**config.mk**
```make
export PLATFORM = sky130hd
export DESIGN_NAME = doga_regs
export DESIGN_NICKNAME = d
export VERILOG_FILES = /design/src/doga_pkg.sv /design/src/doga_regs.sv
export SDC_FILE = /design/constraint.sdc
export NUM_CORES = 1
export LEC_CHECK = 0
export BUFFER_PORTS_ARGS = -buffer_cell sky130_fd_sc_hd__buf_2
export CORE_ASPECT_RATIO = 0.7
export CORE_MARGIN = 5
export CORE_UTILIZATION = 40
export CTS_BUF_LIST = sky130_fd_sc_hd__clkbuf_4 sky130_fd_sc_hd__clkbuf_8 sky130_fd_sc_hd__clkbuf_16
export DETAILED_ROUTE_END_ITERATION = 8
export GPL_ROUTABILITY_DRIVEN = 0
export PLACE_DENSITY_LB_ADDON = 0.05
export SETUP_SLACK_MARGIN = 0.02
export SYNTH_ARGS = -nofsm -noshare
export SYNTH_HDL_FRONTEND = slang
export SYNTH_SLANG_ARGS = --single-unit
```
**constraint.sdc**
```tcl
create_clock -name clk_i -period 2.9 [get_ports clk_i]
set_clock_uncertainty 0.15 [all_clocks]
set_input_delay 0.29 -clock clk_i [delete_from_list [all_inputs] [get_ports clk_i]]
set_output_delay 0.29 -clock clk_i [all_outputs]
set_load 0.05 [all_outputs]
```
**src/doga_pkg.sv**
```systemverilog
// Purpose: constants and types for the converter offset, gain and aux register bank
// Assumes: registers sit on a 32-bit classic wishbone bus, one word per index
// Notes: byte address of a register is four times its index
package doga_pkg;

    // register indices (byte address = index * 4)
    localparam logic [7:0] IDX_I_OFF_LO = 8'h3C;
    localparam logic [7:0] IDX_I_OFF_HI = 8'h3D;
    localparam logic [7:0] IDX_Q_OFF_LO = 8'h3E;
    localparam logic [7:0] IDX_Q_OFF_HI = 8'h3F;
    localparam logic [7:0] IDX_I_FS_LO = 8'h40;
    localparam logic [7:0] IDX_I_CTRL = 8'h41;
    localparam logic [7:0] IDX_I_AUX_LO = 8'h42;
    localparam logic [7:0] IDX_I_AUX_CTRL = 8'h43;
    localparam logic [7:0] IDX_Q_FS_LO = 8'h44;
    localparam logic [7:0] IDX_Q_CTRL = 8'h45;
    localparam logic [7:0] IDX_Q_AUX_LO = 8'h46;
    localparam logic [7:0] IDX_Q_AUX_CTRL = 8'h47;
    localparam logic [7:0] IDX_STATUS = 8'h50;
    localparam logic [7:0] IDX_FIRST = IDX_I_OFF_LO;
    localparam logic [7:0] IDX_LAST = IDX_Q_AUX_CTRL;
    localparam int NREG = 12;

    // field positions
    localparam int BIT_CONV_SLEEP = 7;
    localparam int BIT_AUX_SIGN = 7;
    localparam int BIT_AUX_SINK = 6;
    localparam int BIT_AUX_SLEEP = 5;
    localparam int BIT_ST_HEAD = 0;
    localparam int BIT_ST_FULL = 1;
    localparam int BIT_ST_READY = 2;

    // values after reset and writable-bit masks, slot 0 is index 0x3C
    localparam logic [7:0] RST_FS_LO = 8'hF9;
    localparam logic [7:0] RST_CONV_CTRL = 8'h01;
    localparam logic [7:0] MASK_CONV = 8'h83;
    localparam logic [7:0] MASK_AUX = 8'hE3;
    localparam logic [NREG-1:0][7:0] REG_RST = {
        8'h00, 8'h00, RST_CONV_CTRL, RST_FS_LO,
        8'h00, 8'h00, RST_CONV_CTRL, RST_FS_LO,
        8'h00, 8'h00, 8'h00, 8'h00};
    localparam logic [NREG-1:0][7:0] REG_MASK = {
        MASK_AUX, 8'hFF, MASK_CONV, 8'hFF,
        MASK_AUX, 8'hFF, MASK_CONV, 8'hFF,
        8'hFF, 8'hFF, 8'hFF, 8'hFF};
    localparam logic [9:0] FS_CODE_RST = {RST_CONV_CTRL[1:0], RST_FS_LO};

    // one sample pair on its way to the converters
    typedef struct packed {
        logic [15:0] i;
        logic [15:0] q;
    } doga_sample_t;

    // settings of one converter channel and its aux source
    typedef struct packed {
        logic [9:0] fullscale_code;
        logic conv_sleep;
        logic [9:0] aux_magnitude;
        logic aux_neg_leg;
        logic aux_sink;
        logic aux_sleep;
    } doga_chan_cfg_t;

    // whole state of the bank
    typedef struct packed {
        logic [NREG-1:0][7:0] regs;
        doga_sample_t [1:0] slot;
        logic [1:0] full;
        logic in_rdy;
        logic ack;
        logic [31:0] rdat;
    } doga_state_t;

endpackage

```
**src/doga_regs.sv**
```systemverilog
// Purpose: offset, full-scale and aux current register bank with sample offset path
// Assumes: classic wishbone slave, synchronous active-high reset, 50 MHz clock
// Notes: samples get the channel offset added, then pass a two-entry buffer
//
// Contract
// - add in-phase offset to every in-phase sample
// - add quadrature offset to every quadrature sample
// - in-phase full-scale code 10 bits, default 1F9
// - full-scale code drives current linearly
// - quadrature full-scale code, same layout and mapping
// - in-phase control bit 7 sleeps converter
// - quadrature control bit 7 sleeps converter
// - in-phase aux magnitude is a 10-bit code
// - quadrature aux magnitude is a 10-bit code
// - in-phase aux sign picks output leg
// - in-phase aux direction picks source or sink
// - in-phase aux sleep bit, awake after reset
// - quadrature aux sign picks output leg
// - quadrature aux direction picks source or sink
`timescale 1ns/1ns
module doga_regs
    import doga_pkg::*;
(
    input wire logic clk_i, // 50 MHz clock
    input wire logic rst_i, // synchronous reset, high
    input wire logic wb_cyc_i, // bus cycle
    input wire logic wb_stb_i, // bus strobe
    input wire logic wb_we_i, // write enable
    input wire logic [31:0] wb_adr_i, // byte address
    input wire logic [3:0] wb_sel_i, // byte lanes
    input wire logic [31:0] wb_dat_i, // write data
    output logic [31:0] wb_dat_o, // read data
    output logic wb_ack_o, // acknowledge
    input wire logic s_valid_i, // sample offered
    input wire doga_sample_t s_data_i, // raw sample pair
    output logic s_ready_o, // buffer can take a sample
    output logic m_valid_o, // sample for converters valid
    output doga_sample_t m_data_o, // offset-corrected sample pair
    input wire logic m_ready_i, // converters take sample
    output doga_chan_cfg_t inphase_cfg_o, // in-phase channel settings
    output doga_chan_cfg_t quadrature_cfg_o // quadrature channel settings
);

    doga_state_t q;
    doga_state_t d;

    logic req;
    logic [7:0] idx;
    logic [3:0] rslot;
    logic in_map;
    logic wr_en;
    logic push;
    logic pop;
    doga_sample_t adj;
    logic [15:0] i_off;
    logic [15:0] q_off;

    // map a register index onto its storage slot
    function automatic logic [3:0] reg_slot(input logic [7:0] x);
        logic [7:0] diff;
        diff = x - IDX_FIRST;
        return diff[3:0];
    endfunction

    // wrap-around add; the converters expect plain modulo sums
    function automatic logic [15:0] add_off(input logic [15:0] s, input logic [15:0] o);
        logic [15:0] sum;
        sum = s + o;
        return sum;
    endfunction

    // gather one channel's settings from its four registers
    function automatic doga_chan_cfg_t make_cfg(
        input logic [7:0] fs_lo,
        input logic [7:0] ctrl,
        input logic [7:0] aux_lo,
        input logic [7:0] aux_ctrl
    );
        doga_chan_cfg_t c;
        c.fullscale_code = {ctrl[1:0], fs_lo};
        c.conv_sleep = ctrl[BIT_CONV_SLEEP];
        c.aux_magnitude = {aux_ctrl[1:0], aux_lo};
        c.aux_neg_leg = aux_ctrl[BIT_AUX_SIGN];
        c.aux_sink = aux_ctrl[BIT_AUX_SINK];
        c.aux_sleep = aux_ctrl[BIT_AUX_SLEEP];
        return c;
    endfunction

    // bus decode; upper address bits must be zero to hit the bank
    assign req = wb_cyc_i & wb_stb_i;
    assign idx = wb_adr_i[9:2];
    assign rslot = reg_slot(idx);
    assign in_map = (wb_adr_i[31:10] == 22'h0) && (idx >= IDX_FIRST) && (idx <= IDX_LAST);
    // a write lands at the edge where ack is seen, so the master's view holds
    assign wr_en = req & wb_we_i & q.ack & wb_sel_i[0] & in_map;

    // offsets straight from the registers, so a new value hits the next sample
    assign i_off = {q.regs[reg_slot(IDX_I_OFF_HI)], q.regs[reg_slot(IDX_I_OFF_LO)]};
    assign q_off = {q.regs[reg_slot(IDX_Q_OFF_HI)], q.regs[reg_slot(IDX_Q_OFF_LO)]};
    assign adj.i = add_off(s_data_i.i, i_off);
    assign adj.q = add_off(s_data_i.q, q_off);

    // buffer handshakes
    assign push = s_valid_i & q.in_rdy;
    assign pop = q.full[0] & m_ready_i;

    // next state of bus slave, register file and buffer
    always_comb begin
        d = q;
        // ack is a single-cycle pulse one cycle after the request
        d.ack = req & ~q.ack;
        d.rdat = 32'h0;
        if (in_map) begin
            d.rdat = {24'h0, q.regs[rslot]};
        end else if (idx == IDX_STATUS && wb_adr_i[31:10] == 22'h0) begin
            d.rdat[BIT_ST_HEAD] = q.full[0];
            d.rdat[BIT_ST_FULL] = q.full[1];
            d.rdat[BIT_ST_READY] = q.in_rdy;
        end
        // reserved bits are masked so they read back as zero
        if (wr_en) begin
            d.regs[rslot] = wb_dat_i[7:0] & REG_MASK[rslot];
        end
        // shift buffer: slot 0 is always the head, so outputs come from flops
        if (pop) begin
            d.slot[0] = q.slot[1];
            d.full = {1'b0, q.full[1]};
        end
        if (push) begin
            if (!d.full[0]) begin
                d.slot[0] = adj;
                d.full[0] = 1'b1;
            end else begin
                d.slot[1] = adj;
                d.full[1] = 1'b1;
            end
        end
        // ready only drops in reset or when both slots hold data, never losing a word
        d.in_rdy = ~d.full[1];
    end

    // state register
    always_ff @(posedge clk_i) begin
        if (rst_i) begin
            q.regs <= REG_RST;
            q.slot <= '0;
            q.full <= 2'h0;
            q.in_rdy <= 1'b0;
            q.ack <= 1'b0;
            q.rdat <= 32'h0;
        end else begin
            q <= d;
        end
    end

    // outputs straight from the state flops
    assign wb_dat_o = q.rdat;
    assign wb_ack_o = q.ack;
    assign s_ready_o = q.in_rdy;
    assign m_valid_o = q.full[0];
    assign m_data_o = q.slot[0];

    // channel settings feed the analog stage; code maps linearly to current
    assign inphase_cfg_o = make_cfg(
        q.regs[reg_slot(IDX_I_FS_LO)],
        q.regs[reg_slot(IDX_I_CTRL)],
        q.regs[reg_slot(IDX_I_AUX_LO)],
        q.regs[reg_slot(IDX_I_AUX_CTRL)]);
    assign quadrature_cfg_o = make_cfg(
        q.regs[reg_slot(IDX_Q_FS_LO)],
        q.regs[reg_slot(IDX_Q_CTRL)],
        q.regs[reg_slot(IDX_Q_AUX_LO)],
        q.regs[reg_slot(IDX_Q_AUX_CTRL)]);
endmodule

```
==> results_dict.tcl <==
set metrics [dict create \
    hold_viol_final 0 \
    clkTransAtPathRegs_ns 0.06 \
    synth_xor_area_frac 0.01895 \
    synthSimpleGateAreaFrac 0.1931 \
    hpwl_mm 21.84 \
    outcome "complete, no violations" \
    rsz0062_at_grt "false" \
    power_density_mw_per_mm2 510.4 \
    rows 47 \
    setup_violations 0 \
    crit_arrival_ns 2.91 \
    final_core_util 0.4524 \
    synth_area_sq_mm 0.009706 \
    coreArea_sq_mm 0.02376 \
    wl_mm 29.04 \
    synth_ff_type "dfxtp_1" \
    synthAdderAreaFrac 0.04796 \
    tns_ns 0 \
    seq_area_sq_mm 0.003443 \
    slew_violations 0 \
    async_reset_ff_frac 0 \
    grt_overflow 0 \
    fmax_ghz 0.3641 \
    grt_usage 0.2089 \
    ir_drop_mv 0.4269 \
    wl_per_cell_microns 19.50 \
    multiInputGateArea_sq_mm 0.005096 \
    finalNetCount 1301 \
    fp.dieH_microns 140.3 \
    syn_avg_cell_area_sq_um 8.855 \
    drc 0 \
    areaGrowthSynthToFinish_pct 10.74 \
    timing_worst_slew_pin_value_ns 0.8375 \
    holdWs_ns 0.01659 \
    worstPathMaxFanout 3 \
    cts-buffers-inserted 17 \
    viasPerCell 5.354 \
    synth_compound_area_frac 0.1539 \
    path_class "reg -> reg" \
    drtIter0Drc 492 \
    ys_ff_latch 172 \
    ys_warn_count 0 \
    yosysSeqAreaShare 0.3548 \
    antenna_found_initial 1 \
    cts_sinks 172 \
    end_kind "flip-flop" \
    drive_gt1_frac 0.2434 \
    grt_pass1_wl_mm 45.17 \
    cp.required_ns 3.07 \
    initial_core_util 0.4085 \
    cts-root-buf "clkbuf_16" \
    antenna_left 0 \
    ys_types 57 \
    die_area_sq_mm 0.02753 \
    period_share 0.9472 \
    grt_start_max_net_pins 58 \
    cap_violations 0 \
    mostFrequentLayoutCells "172 x dfxtp_1, 167 x buf_2, 91 x nand3_1" \
    cts_tree "yes" \
    first_pass_iters 5 \
    reg2reg_slack_ns 0.15 \
    ios 222 \
    p_leak_nw 4.747 \
    fin_crit_ns 2.747 \
    cts_buffer_depth 2 \
    max_slew_margin 0.4408 \
    port_buffers 168 \
    worstSkewPairLatency_ns 0.44 \
    synthCells 1096 \
    hold_path.class "in -> reg" \
    final_common_cell "dfxtp_1" \
    htree_levels 4 \
    synth_top_family_by_area "simple AND/OR/NAND/NOR gates" \
    startpoint_type "flip-flop" \
    synthMuxAreaShare 0.1009 \
    die_w_microns 196.2 \
    antenna_cells 0 \
    grt_pass1_vias 7517 \
    nFillCells 2369 \
    vias 7972 \
    synth-edff-count 0 \
]
logic make-up after synthesis:
| family | Yosys count |
|---|---|
| compound gates | 242 |
| xor+xnor | 21 |
| fa+ha+maj | 36 |
| buf+inv | 196 |
| flops | 172 |
| mux | 67 |
| other cells | 1 |
| simple gates | 361 |
what timing repair did:
| action | 4_1_cts | 5_1_grt |
|---|---|---|
| gates resized for setup | 0 | 1 |
| setup endpoints to repair | 0 | 1 |
| hold buffers | 4 | 0 |
| setup buffers | 0 | 0 |
| hold endpoints to repair | 6 | 0 |
area by class of cell:
type,count,share of cell area
Clock buffer,18,0.04086
Timing Repair Buffer,206,0.1094
Tap cell,318,0.03702
Sequential cell,172,0.3204
Multi-Input combinational cell,751,0.4742
Inverter,10,0.003492
Clock inverter,14,0.01467
worst max-delay path: stages, from the launching register on:
cell	delay, ns
dfxtp_1	0.33
ha_1	0.21
fa_1	0.44
a21oi_2	0.19
nor2_1	0.09
o311ai_0	0.41
buf_4	0.20
a21oi_1	0.11
mux2i_1	0.14
or3_1	0.36
report_power, final:
| part | internal (mW) | total (mW) | switching [mW] |
|---|---|---|---|
| Clock | 1.31 | 2.38 | 1.07 |
| Combinational | 0.194 | 0.686 | 0.491 |
| Sequential | 2.40 | 2.42 | 0.0235 |
final timing paths:
path | startpoint | to | depth (start not counted)
max | i_off[0]$_SDFFE_PP0P_ | m_data_o[30]$_SDFF_PP0_ | 9
min | wb_stb_i | wb_ack_o$_SDFF_PP0_ | 3
max reg2reg | i_off[0]$_SDFFE_PP0P_ | m_data_o[30]$_SDFF_PP0_ | 9
min reg2reg | wb_ack_o$_SDFF_PP0_ | wb_ack_o$_SDFF_PP0_ | 1
Yosys cell counts, drive strengths merged (3+ instances only):
cell type	number	share of area
a211oi	26	0.020
a21o	14	0.011
a21oi	72	0.038
a22oi	10	0.0077
a311oi	17	0.015
and3	15	0.0097
buf	138	0.11
clkbuf	48	0.019
dfxtp	172	0.35
ha	34	0.044
inv	10	0.0039
mux2	7	0.0081
mux2i	36	0.037
mux4	24	0.056
nand2	81	0.031
nand2b	3	0.0019
nand3	91	0.047
nand4	21	0.029
nor2	88	0.034
nor2b	8	0.0052
nor3	23	0.012
nor4	11	0.0086
o211ai	5	0.0039
o21a	4	0.0031
o21ai	75	0.039
o22ai	3	0.0019
o311ai	3	0.0027
or3	7	0.0045
or4	4	0.0031
xnor2	11	0.0099
xor2	10	0.0090
per-stage QoR:
step	power, mW	instances	setup WS, ns	instance area, sq um
2_1_floorplan	3.006	1119	0.4208	9792
3_3_place_gp	3.161	1453	0.1125	10110
3_5_place_dp	3.161	1453	0.08840	10110
4_1_cts	5.554	1489	0.1759	10740
5_1_grt	5.694	1489	0.06288	10750
6_report	5.485	1489	0.1532	10750
layer usage:
metal | track usage | part of all wire | wire length (microns)
met3 | 0.04009 | 0.044 | 1276
met5 | 0 | 0.00038 | 11
met2 | 0.2831 | 0.40 | 11620
met1 | 0.3355 | 0.54 | 15800
met4 | 0.04701 | 0.012 | 334
sequential cells by signal, indices dropped and copies added (netlist names):
name / flops
m_data_o: 32
wb_dat_o: 8
m_valid_o: 1
i_off: 16
inphase_cfg_o: 24
s_ready_o: 1
wb_ack_o: 1
q: 65
quadrature_cfg_o: 24
No activity file was read; power rests on OpenSTA's default activity.
